File: src/hw/smc_pkg.sv
package smc_pkg;

  // ----------------------------------------------------------------
  // standby selection codes
  // ----------------------------------------------------------------
  localparam logic [1:0] SEL_STOP = 2'h1;
  localparam logic [1:0] SEL_SLEEP = 2'h2;
  localparam logic [1:0] SEL_IDLE = 2'h3;
  // code 0 also selects the halt form of idle
  localparam logic [1:0] SEL_IDLE_ALT = 2'h0;

  // ----------------------------------------------------------------
  // status register field position and widths
  // ----------------------------------------------------------------
  localparam int MASK_LSB = 13;
  localparam int MASK_MSB = 15;
  localparam int PRIO_W = 3;
  localparam int PERIPH_N = 5;

  // peripheral gate indices
  localparam int PG_TIMER = 0;
  localparam int PG_SERIAL = 1;
  localparam int PG_BUSSER = 2;
  localparam int PG_CONV = 3;
  localparam int PG_WDOG = 4;

  // ----------------------------------------------------------------
  // warm-up counts in low-speed clock ticks, indexed by select code
  // ----------------------------------------------------------------
  localparam logic [16:0] WUP_CNT_0 = 17'h00001;
  localparam logic [16:0] WUP_CNT_1 = 17'h00100;
  localparam logic [16:0] WUP_CNT_2 = 17'h04000;
  localparam logic [16:0] WUP_CNT_3 = 17'h10000;

  // low-speed tick divider: 40 MHz down to roughly 32 kHz
  localparam int MCLK_HZ = 40000000;
  localparam int LS_HZ = 32768;
  localparam int LS_DIV = MCLK_HZ / LS_HZ;

  typedef enum logic [2:0] {
    SM_NORMAL = 3'b000,
    SM_SLOW = 3'b001,
    SM_HALT = 3'b010,
    SM_DOZE = 3'b011,
    SM_SLEEP = 3'b100,
    SM_STOP = 3'b101,
    SM_WARMUP = 3'b110,
    SM_ARM = 3'b111
  } smc_state_t;

endpackage : smc_pkg

File: src/hw/smc_tick_div.sv
`timescale 1ns/100ps
module smc_tick_div
  import smc_pkg::*;
#(
  parameter int DIV = LS_DIV
) (
  input wire logic mclk,
  input wire logic rst_n,
  input wire logic run,
  output logic tick
);

  logic [15:0] cnt;

  // free divider; held cleared while stopped so restart is clean
  always_ff @(posedge mclk) begin
    if (!rst_n || !run) begin
      cnt <= 16'h0000;
      tick <= 1'b0;
    end else if (cnt == 16'(DIV - 1)) begin
      cnt <= 16'h0000;
      tick <= 1'b1;
    end else begin
      cnt <= cnt + 16'h0001;
      tick <= 1'b0;
    end
  end

endmodule : smc_tick_div

File: src/hw/smc_warmup.sv
`timescale 1ns/100ps
module smc_warmup
  import smc_pkg::*;
(
  input wire logic mclk,
  input wire logic rst_n,
  input wire logic start,
  input wire logic tick,
  input wire logic [1:0] warmup_time_select,
  output logic done
);

  logic [16:0] remain;
  logic busy;

  function automatic logic [16:0] wup_len(input logic [1:0] sel);
    unique case (sel)
      2'h0: wup_len = WUP_CNT_0;
      2'h1: wup_len = WUP_CNT_1;
      2'h2: wup_len = WUP_CNT_2;
      2'h3: wup_len = WUP_CNT_3;
    endcase
  endfunction : wup_len

  // counts low-speed ticks; done is a one-cycle pulse
  always_ff @(posedge mclk) begin
    if (!rst_n) begin
      remain <= 17'h00000;
      busy <= 1'b0;
      done <= 1'b0;
    end else begin
      done <= 1'b0;
      if (start) begin
        remain <= wup_len(warmup_time_select);
        busy <= 1'b1;
      end else if (busy && tick) begin
        if (remain == 17'h00001) begin
          busy <= 1'b0;
          done <= 1'b1;
        end
        remain <= remain - 17'h00001;
      end
    end
  end

endmodule : smc_warmup

File: src/hw/smc_standby_ctrl.sv
`timescale 1ns/100ps
// Functional notes
// - halt request enters mode chosen by selection
// - doze request always enters doze idle
// - idle stops cpu; peripherals follow idle-enables
// - halt idle freezes core, ignores bus requests
// - doze idle freezes core, grants bus requests
// - dma stopped in halt, runs in doze
// - ports off in halt; irq ctrl, bus on
// - sleep runs only low-speed osc and rtc
// - rtc clocked in idle and sleep
// - stop switches off every oscillator and clock
// - pll on in normal/idle unless slowActive; ext clock osc off
// - slow clocks cpu, irq ctrl, bus, ports, wdt, rtc
// - leave standby only on interrupt or reset
// - wake eligibility from mode and source, not mask level
// - priority above mask: service, then next instruction
// - priority at or below mask: retry, stay pending
// - nmi wake always serviced
// - stop wake runs warm-up, returns normal or slow
// - reset exits standby, initialises all state
module smc_standby_ctrl
  import smc_pkg::*;
#(
  parameter int PRIO_WIDTH = PRIO_W,
  parameter int NPERIPH = PERIPH_N
) (
  input wire logic mclk,
  input wire logic rst_n,
  // core requests
  input wire logic haltRequest,
  input wire logic dozeRequest,
  input wire logic requestWriteDone,
  input wire logic [1:0] standby_select,
  input wire logic [15:0] processorStatus,
  input wire logic slowActive,
  input wire logic externalClock,
  // return configuration
  input wire logic return_high_osc_enable,
  input wire logic return_low_osc_enable,
  input wire logic return_clock_select,
  input wire logic [1:0] warmup_time_select,
  input wire logic [NPERIPH-1:0] periphIdleEnable,
  // interrupt controller
  input wire logic irqValid,
  input wire logic [PRIO_WIDTH-1:0] irqPriority,
  input wire logic irqRtcWake,
  input wire logic irqExtPinWake,
  input wire logic irqWatchdogWake,
  input wire logic irqDmaWake,
  input wire logic nmiRequest,
  input wire logic busRequest,
  // clock gates and status
  output logic highOscEnable,
  output logic lowOscEnable,
  output logic pllEnable,
  output logic cpuClockEnable,
  output logic coreFreeze,
  output logic dmaClockEnable,
  output logic ioPortClockEnable,
  output logic irqCtrlClockEnable,
  output logic busIfClockEnable,
  output logic rtcClockEnable,
  output logic [NPERIPH-1:0] periphClockEnable,
  output logic busGrant,
  output logic wakeService,
  output logic wakeRetry,
  output logic returnSlow,
  output logic [2:0] modeStatus
);

  // ----------------------------------------------------------------
  // state
  // ----------------------------------------------------------------
  smc_state_t state;
  smc_state_t next_state;
  logic [2:0] mask;
  logic wake;
  logic wakeIrq;
  logic unmasked;
  logic eligible;
  logic lsRun;
  logic lsTick;
  logic wupStart;
  logic wupDone;
  logic pendService;
  logic armDoze;

  assign mask = processorStatus[MASK_MSB:MASK_LSB];

  // ----------------------------------------------------------------
  // state decoding shared by the resume decision and the gates
  // ----------------------------------------------------------------
  // modes that wait for a wake-up
  function automatic logic in_standby(input smc_state_t s);
    in_standby = (s inside {SM_HALT, SM_DOZE, SM_SLEEP, SM_STOP});
  endfunction : in_standby

  // the two idle forms; the core is frozen, not reset
  function automatic logic in_idle(input smc_state_t s);
    in_idle = (s inside {SM_HALT, SM_DOZE});
  endfunction : in_idle

  // modes in which the cpu clock runs
  function automatic logic cpu_runs(input smc_state_t s);
    cpu_runs = (s inside {SM_NORMAL, SM_SLOW, SM_ARM});
  endfunction : cpu_runs

  // modes with the high-speed domain unclocked
  function automatic logic fabric_off(input smc_state_t s);
    fabric_off = (s inside {SM_SLEEP, SM_STOP, SM_WARMUP});
  endfunction : fabric_off

  // ----------------------------------------------------------------
  // wake qualification
  // ----------------------------------------------------------------
  // which sources may wake depends on mode
  always_comb begin
    eligible = 1'b0;
    unique case (state)
      // dma requests only wake the doze form, since halt stops the dma
      SM_HALT: eligible = irqValid && !irqDmaWake;
      SM_DOZE: eligible = irqValid;
      SM_SLEEP: eligible = irqValid && (irqRtcWake || irqExtPinWake || irqWatchdogWake);
      SM_STOP: eligible = irqValid && irqExtPinWake;
      SM_NORMAL, SM_SLOW, SM_WARMUP, SM_ARM: eligible = 1'b0;
    endcase
  end

  assign unmasked = irqPriority > PRIO_WIDTH'(mask);
  // masked sources still wake but resume as retry
  assign wakeIrq = eligible;
  assign wake = wakeIrq || nmiRequest;

  // ----------------------------------------------------------------
  // low-speed tick and warm-up timer
  // ----------------------------------------------------------------
  // tick stops in stop mode, but resumes once the oscillator restarts
  assign lsRun = (state != SM_STOP);

  smc_tick_div u_tick (
    .mclk(mclk),
    .rst_n(rst_n),
    .run(lsRun),
    .tick(lsTick)
  );

  // warm-up starts on the wake itself, not a cycle later
  assign wupStart = (state == SM_STOP) && wake;

  smc_warmup u_wup (
    .mclk(mclk),
    .rst_n(rst_n),
    .start(wupStart),
    .tick(lsTick),
    .warmup_time_select(warmup_time_select),
    .done(wupDone)
  );

  // ----------------------------------------------------------------
  // mode sequencer
  // ----------------------------------------------------------------
  always_comb begin
    next_state = state;
    unique case (state)
      // requests are ignored in every other mode
      SM_NORMAL, SM_SLOW: begin
        if (dozeRequest || haltRequest) begin
          next_state = SM_ARM;
        end
      end
      SM_ARM: begin
        // gate only once the requesting write has retired
        if (requestWriteDone) begin
          if (armDoze) begin
            next_state = SM_DOZE;
          end else begin
            unique case (standby_select)
              SEL_STOP: next_state = SM_STOP;
              SEL_SLEEP: next_state = SM_SLEEP;
              default: next_state = SM_HALT;
            endcase
          end
        end
      end
      SM_HALT, SM_DOZE, SM_SLEEP: begin
        if (wake) begin
          next_state = return_clock_select ? SM_SLOW : SM_NORMAL;
        end
      end
      SM_STOP: begin
        if (wake) begin
          next_state = SM_WARMUP;
        end
      end
      SM_WARMUP: begin
        if (wupDone) begin
          next_state = return_clock_select ? SM_SLOW : SM_NORMAL;
        end
      end
    endcase
  end

  always_ff @(posedge mclk) begin
    if (!rst_n) begin
      state <= SM_NORMAL;
    end else begin
      state <= next_state;
    end
  end

  // request capture; doze takes precedence over halt
  always_ff @(posedge mclk) begin
    if (!rst_n) begin
      armDoze <= 1'b0;
    end else if ((state == SM_NORMAL) || (state == SM_SLOW)) begin
      armDoze <= dozeRequest;
    end
  end

  // ----------------------------------------------------------------
  // resume decision
  // ----------------------------------------------------------------
  // decision is latched at the wake so it survives the stop warm-up
  always_ff @(posedge mclk) begin
    if (!rst_n) begin
      pendService <= 1'b0;
      returnSlow <= 1'b0;
    end else if (wake && in_standby(state)) begin
      pendService <= nmiRequest || unmasked;
      returnSlow <= return_clock_select;
    end
  end

  // one-cycle pulses: idle and sleep answer at once, stop only after warm-up
  always_ff @(posedge mclk) begin
    if (!rst_n) begin
      wakeService <= 1'b0;
      wakeRetry <= 1'b0;
    end else if (wake && in_standby(state) && (state != SM_STOP)) begin
      wakeService <= nmiRequest || unmasked;
      wakeRetry <= !(nmiRequest || unmasked);
    end else if ((state == SM_WARMUP) && wupDone) begin
      wakeService <= pendService;
      wakeRetry <= !pendService;
    end else begin
      wakeService <= 1'b0;
      wakeRetry <= 1'b0;
    end
  end

  // ----------------------------------------------------------------
  // clock gating per mode
  // ----------------------------------------------------------------
  // one gate per peripheral, each from its own idle enable
  genvar gi;
  generate
    for (gi = 0; gi < NPERIPH; gi++) begin : g_pclk
      always_ff @(posedge mclk) begin
        if (!rst_n) begin
          periphClockEnable[gi] <= 1'b1;
        end else begin
          unique case (next_state)
            SM_NORMAL, SM_ARM: periphClockEnable[gi] <= 1'b1;
            SM_SLOW: periphClockEnable[gi] <= (gi == PG_WDOG);
            SM_HALT, SM_DOZE: periphClockEnable[gi] <= periphIdleEnable[gi];
            SM_SLEEP, SM_STOP, SM_WARMUP: periphClockEnable[gi] <= 1'b0;
          endcase
        end
      end
    end
  endgenerate

  // an external clock leaves the on-chip oscillator off
  always_ff @(posedge mclk) begin
    if (!rst_n) begin
      highOscEnable <= 1'b1;
      lowOscEnable <= 1'b1;
      pllEnable <= 1'b1;
    end else begin
      highOscEnable <= !externalClock && !(next_state inside {SM_SLEEP, SM_STOP});
      lowOscEnable <= (next_state != SM_STOP);
      pllEnable <= (next_state inside {SM_NORMAL, SM_ARM, SM_HALT, SM_DOZE}) && !slowActive;
    end
  end

  // the freeze only stops the core, its pipeline contents stay put
  always_ff @(posedge mclk) begin
    if (!rst_n) begin
      cpuClockEnable <= 1'b1;
      coreFreeze <= 1'b0;
    end else begin
      cpuClockEnable <= cpu_runs(next_state);
      coreFreeze <= in_idle(next_state);
    end
  end

  // dma, ports, interrupt controller and bus interface follow the mode
  always_ff @(posedge mclk) begin
    if (!rst_n) begin
      dmaClockEnable <= 1'b1;
      ioPortClockEnable <= 1'b1;
      irqCtrlClockEnable <= 1'b1;
      busIfClockEnable <= 1'b1;
    end else begin
      dmaClockEnable <= (next_state inside {SM_NORMAL, SM_ARM, SM_DOZE});
      ioPortClockEnable <= (next_state inside {SM_NORMAL, SM_SLOW, SM_ARM, SM_DOZE});
      irqCtrlClockEnable <= !fabric_off(next_state);
      busIfClockEnable <= !fabric_off(next_state);
    end
  end

  // rtc runs from the low-speed clock in every mode but stop and its warm-up
  always_ff @(posedge mclk) begin
    if (!rst_n) begin
      rtcClockEnable <= 1'b1;
    end else begin
      rtcClockEnable <= (next_state != SM_STOP) && (next_state != SM_WARMUP);
    end
  end

  // status is taken from next_state too, so it never lags the gates
  always_ff @(posedge mclk) begin
    if (!rst_n) begin
      modeStatus <= 3'h0;
    end else begin
      modeStatus <= next_state;
    end
  end

  // halt keeps mastership; doze, normal and slow grant requests
  always_ff @(posedge mclk) begin
    if (!rst_n) begin
      busGrant <= 1'b0;
    end else begin
      busGrant <= busRequest && (next_state inside {SM_NORMAL, SM_SLOW, SM_DOZE});
    end
  end

endmodule : smc_standby_ctrl

File: config.mk
export PLATFORM = sky130hd
export DESIGN_NAME = smc_standby_ctrl
export DESIGN_NICKNAME = d
export VERILOG_FILES = /design/src/hw/smc_pkg.sv /design/src/hw/smc_tick_div.sv /design/src/hw/smc_warmup.sv /design/src/hw/smc_standby_ctrl.sv
export SDC_FILE = /design/constraint.sdc
export NUM_CORES = 1
export LEC_CHECK = 0
export ABC_CLOCK_PERIOD_IN_PS = 2700
export BUFFER_PORTS_ARGS = -buffer_cell sky130_fd_sc_hd__buf_2
export CORE_AREA = 10 10 87 89
export DETAILED_ROUTE_END_ITERATION = 7
export DIE_AREA = 0 0 97 99
export GPL_TIMING_DRIVEN = 0
export MAX_ROUTING_LAYER = met4
export PLACE_DENSITY = 0.72
export REMOVE_ABC_BUFFERS = 1
export SKIP_LAST_GASP = 1
export SLEW_MARGIN = 10
export SYNTH_ARGS = -nofsm -noshare
export SYNTH_HDL_FRONTEND = slang
export SYNTH_SLANG_ARGS = --single-unit
File: constraint.sdc
create_clock -name mclk -period 2.7 [get_ports mclk]
set_clock_uncertainty 0.05 [all_clocks]
set_input_delay 0.135 -clock mclk [delete_from_list [all_inputs] [get_ports mclk]]
set_output_delay 0.135 -clock mclk [all_outputs]
set_load 0.05 [all_outputs]
==> After elaboration in Yosys (flattened, before gate mapping) <==
Index checks and enable logic that the tools add are counted.
{ "totals": {"register_bits": 59, "input_bits": 45, "output_inout_bits": 22, "elab_cells": 135} }
{ "classes": {"n_addsub": 2, "order_cmp": 1, "eq_ne": 24, "n_mux": 27, "n_bitwise": 2, "reduce_logical": 53} }
{ "ops": {"columns": ["operator", "count"], "rows": [
  ["case mux 17 bit (4 select lines)", 1],
  ["2-to-1 mux 17 bit", 2],
  ["equality test 3 bit (second input constant)", 8],
  ["2-to-1 mux 3 bit", 6],
  ["equality test 17 x 1 -> 1 bit (second input constant)", 1],
  ["subtractor 17 x 1 -> 17 bit (second input constant)", 1],
  ["adder 16 x 1 -> 16 bit (second input constant)", 1],
  ["equality test 16 x 11 -> 1 bit (second input constant)", 1],
  ["case mux 1 bit (3 select lines)", 5],
  ["case mux 3 bit (5 select lines)", 1],
  ["equality test 3 x 2 -> 1 bit (second input constant)", 4],
  ["logical AND 1 bit", 12],
  ["nonzero test 3 bit", 4],
  ["nonzero test 4 bit", 3],
  ["OR reduction 3 bit", 4],
  ["2-to-1 mux 1 bit", 10],
  ["zero test 1 bit", 9],
  ["!= test 3 bit (second input constant)", 3],
  ["nonzero test 2 bit", 4],
  ["OR reduction 2 bit", 4],
  ["OR reduction 4 bit", 2],
  ["logical OR 1 bit", 7],
  ["equality test 2 bit (second input constant)", 3],
  ["equality test 3 x 1 -> 1 bit (second input constant)", 2],
  ["other kinds (8)", 11]
]} }

==> Longest topological paths before layout <==
{ "logic_depth": {"depth_word": 11, "depth_mapped": 11, "ltp_nobuf": 8} }

==> Modules after synthesis <==
A second synthesis with hierarchy kept.
{ "unflattened": {"hier_cells": 341, "hier_area_um2": 2989.1} }
{ "by_module_without_submodules": {"columns": ["module", "n_inst", "cells_each", "area_each_um2", "seq_area_each_um2"], "rows": [
  ["smc_standby_ctrl", 1, 143, 1241.2, 460.4],
  ["smc_warmup", 1, 114, 985.9, 380.4],
  ["smc_tick_div", 1, 84, 762.0, 340.3]
]} }

==> Least setup slack after synthesis <==
OpenSTA, ideal clock, no wires.
{ "synth_timing": {"path_type": "register -> register", "startpoint": "register, netlist name modeStatus[1]", "endpoint": "register periphClockEnable[0]", "setup_ns": 0.146, "arrival_time_ns": 2.509, "t_required_ns": 2.504, "slack_ns": -0.006, "stages_incl_launch_ff": 10, "n_path_buf": 2, "synth_period_minus_slack_ns": 2.706, "path_cell_list": "dfxtp_1 -> buf_2 -> inv_1 -> ha_1 -> o211ai_1 -> o21a_1 -> buf_2 -> o211a_1 -> a211oi_1 -> a311oi_1"} }
{ "synth_rtl": {"columns": ["element", "line", "source"], "rows": [
  ["end signal, assigned by index", "smc_standby_ctrl.sv:265", "SM_SLOW: periphClockEnable[gi] <= (gi == PG_WDOG);"],
  ["end signal, assigned by index", "smc_standby_ctrl.sv:266", "SM_HALT, SM_DOZE: periphClockEnable[gi] <= periphIdleEnable[gi];"],
  ["end, declared", "smc_standby_ctrl.sv:64", "output logic [NPERIPH-1:0] periphClockEnable,"]
]} }

==> flow_metrics.py <==
metrics = {
    "status": {
        "status": "completed",
    },
    "pwr": {
        "ir_drop_v": 0.000792,
        "power_density_mw_per_mm2": 1060,
        "p_leak_nw": 1.44,
    },
    "floorplan": {
        "die_h_um": 99,
        "dieArea_mm2": 0.00960,
        "ioPinCount": 67,
        "core-area_mm2": 0.00585,
        "initial_core_util_pct": 47.2,
        "dieWidth_um": 97,
        "row_count": 28,
    },
    "sta": {
        "tns_ps": 0,
        "fin_crit_ps": 2510,
        "timing.final.crit_share_pct": 92.8,
        "drv_slew": 0,
        "max_clock_freq_mhz": 399,
        "rsz0062_at_grt": "no",
        "hold_viol": 0,
        "worstMarginPinSlew_ps": 657,
        "setup_viol": 0,
        "fin_ws_ps": 195,
        "relSlewSlack_pct": 55.6,
    },
    "clock_network": {
        "clk_path_buf_depth": 2,
        "clock_sinks": 59,
        "clk_latency_ps": 340,
        "clk_pin_slew_ps": 70,
        "htreeDepth": 3,
        "postCtsSetupRepairBufs": 0,
        "cts_buffers": 9,
        "cts_tree": "built",
        "cts-root-buf": "clkbuf_8",
    },
    "grt": {
        "grt_pass1_wl_mm": 10.9,
        "grt_overflow_total": 0,
        "grt_max_degree": 17,
        "antenna_found_initial": 0,
        "first_global_vias": 2362,
        "grt_util_all_layers_pct": 14.0,
    },
    "placement": {
        "hpwl_mm": 4.61,
        "io_buffer_count": 51,
        "place_ws_ps": -374,
        "finalWeightedCongestion": 0.878,
        "placed_cells": 435,
    },
    "critical_path": {
        "crit_arrival_ps": 2700,
        "crit_type": "reg2reg",
        "cp.required_ps": 2900,
        "crit_path_end_kind": "flop",
        "startpoint_type": "flop",
        "r2r_cells": 7,
        "cp_max_fo": 13,
    },
    "route": {
        "ant_nets": 0,
        "drtIter0Drc": 101,
        "drc_errors": 0,
        "wire_per_inst_um": 14.0,
        "via_per_inst": 5.36,
        "vias": 2440,
        "first_pass_iters": 5,
        "routed_wl_mm": 6.35,
    },
    "hold_path": {
        "hold_depth": 3,
        "holdCritPathClass": "in2reg",
    },
    "cells_and_area": {
        "final_core_util_pct": 57.5,
        "area_growth_syn_to_layout_pct": 22.0,
        "finalNonFillerCells": 455,
        "layout.nets": 430,
        "fill_cells": 521,
        "drive_above_1_share_pct": 21.8,
        "diodes": 0,
    },
    "yosys": {
        "synth_top_area_share_pct": 42.8,
        "ys_ff_latch": 59,
        "synth_cells": 317,
        "yosysMostFrequentCell": "dfxtp_1",
        "synthTopCellsByArea": "dfxtp_1, nor2_1, ha_1",
        "synth_warnings": 0,
        "ys.flop_type": "dfxtp_1",
        "yosys.area.top_type": "dfxtp_1",
        "synth_commonest_cells": "dfxtp_1, nor2_1, nand2_1",
        "async_reset_ff_share_pct": 0,
        "syn_area_mm2": 0.00276,
        "avgSynthCellArea_um2": 8.70,
        "synth_edf_count": 0,
        "yosysUniqueCellTypes": 47,
        "ys_seq_area_share_pct": 42.8,
    },
    "run": {
        "cap_viol_max_count": 0,
    },
}
-- repair_timing --
item,in CTS,in global routing
hold buffers,4,0
gates cloned,0,0
resized for setup,4,3
hold endpoints to repair,4,0
setup endpoints to repair,16,19
-- metrics by stage --
step	total power (W)	hold slack (ps)	cell area (µm²)
global route	0.00378	50.6	3370
floorplan	0.00226	157	2720
CTS	0.00358	7.03	3360
finish	0.00357	19.5	3370
detailed placement	0.00261	294	3070
global placement	0.00259	286	3070
-- cell type report --
type	count	area, µm²	area share, %
clock buffer	10	138	4.09
clock inverter	6	88.8	2.64
inverter	17	63.8	1.90
multi-input combinational	232	1500	44.4
sequential	59	1180	35.2
tap	75	93.8	2.79
timing repair buffer	56	303	8.99
-- cell usage in the layout, fill, tap and decap left out, types with 6 or more instances in the layout --
| cell | instances |
|---|---|
| nor3_1 | 8 |
| buf_2 | 51 |
| clkbuf_8 | 10 |
| o211ai_1 | 7 |
| xnor2_1 | 13 |
| a21oi_1 | 11 |
| o21ai_0 | 14 |
| inv_1 | 17 |
| a311oi_1 | 7 |
| xor2_1 | 13 |
| dfxtp_1 | 57 |
| nand2_1 | 18 |
| nor2_1 | 48 |
| nand3_1 | 15 |
| ha_1 | 10 |
| and3_1 | 6 |
-- critical path, cell delays in order, from the launching register on --
cell      delay (ps)
dfxtp_2          390
inv_1            130
ha_1             310
or3b_2           540
o22a_1           250
a31oi_4          330
nor3_1           150
a311oi_1         250
-- worst paths after layout --
check                          to  slack [ps]                 from
max          periphClockEnable[1]         190        modeStatus[2]
min                    returnSlow          20  return_clock_select
max reg2reg  periphClockEnable[1]         190        modeStatus[2]
min reg2reg            returnSlow         410           returnSlow
-- power breakdown --
| part | total [W] | internal (W) | switching (W) |
|---|---|---|---|
| clock | 0.000914 | 0.000544 | 0.000370 |
| sequential | 0.00116 | 0.00104 | 0.000125 |
| combinational | 0.00149 | 0.000434 | 0.00106 |
-- flip-flops by register name, indices dropped and copies added (netlist names), 3 cells and up --
name / cells
u_wup.remain: 17
modeStatus: 3
u_tick.cnt: 16
periphClockEnable: 5
-- kinds of logic (layout without fill, tap and decap cells) --
kind of cell / count (synthesis) / after routing / synth area share (%)
muxes: 2 / 2 / 0.726
and+or+nand+nor: 132 / 132 / 24.3
adders and majority gates: 10 / 10 / 4.54
buffers and inverters: 26 / 89 / 3.81
DFF: 59 / 59 / 42.8
xor gates and xnor gates: 26 / 26 / 8.25
AOI/OAI and AO/OA: 62 / 62 / 15.6
-- layer usage --
| metal | wire, µm | global-route usage [%] | part of all wire [%] | vias up |
|---|---|---|---|---|
| met1 | 2810 | 15.6 | 44 | 1114 |
| met3 | 456 | 4.82 | 7.2 | 13 |
| met4 | 140 | 7.04 | 2.2 | 0 |
| met2 | 2950 | 21.9 | 46 | 77 |
| li1 | - | - | - | 1236 |
| met5 | 0 | - | 0 | - |
Note: power is estimated with default switching activity, not from simulation.
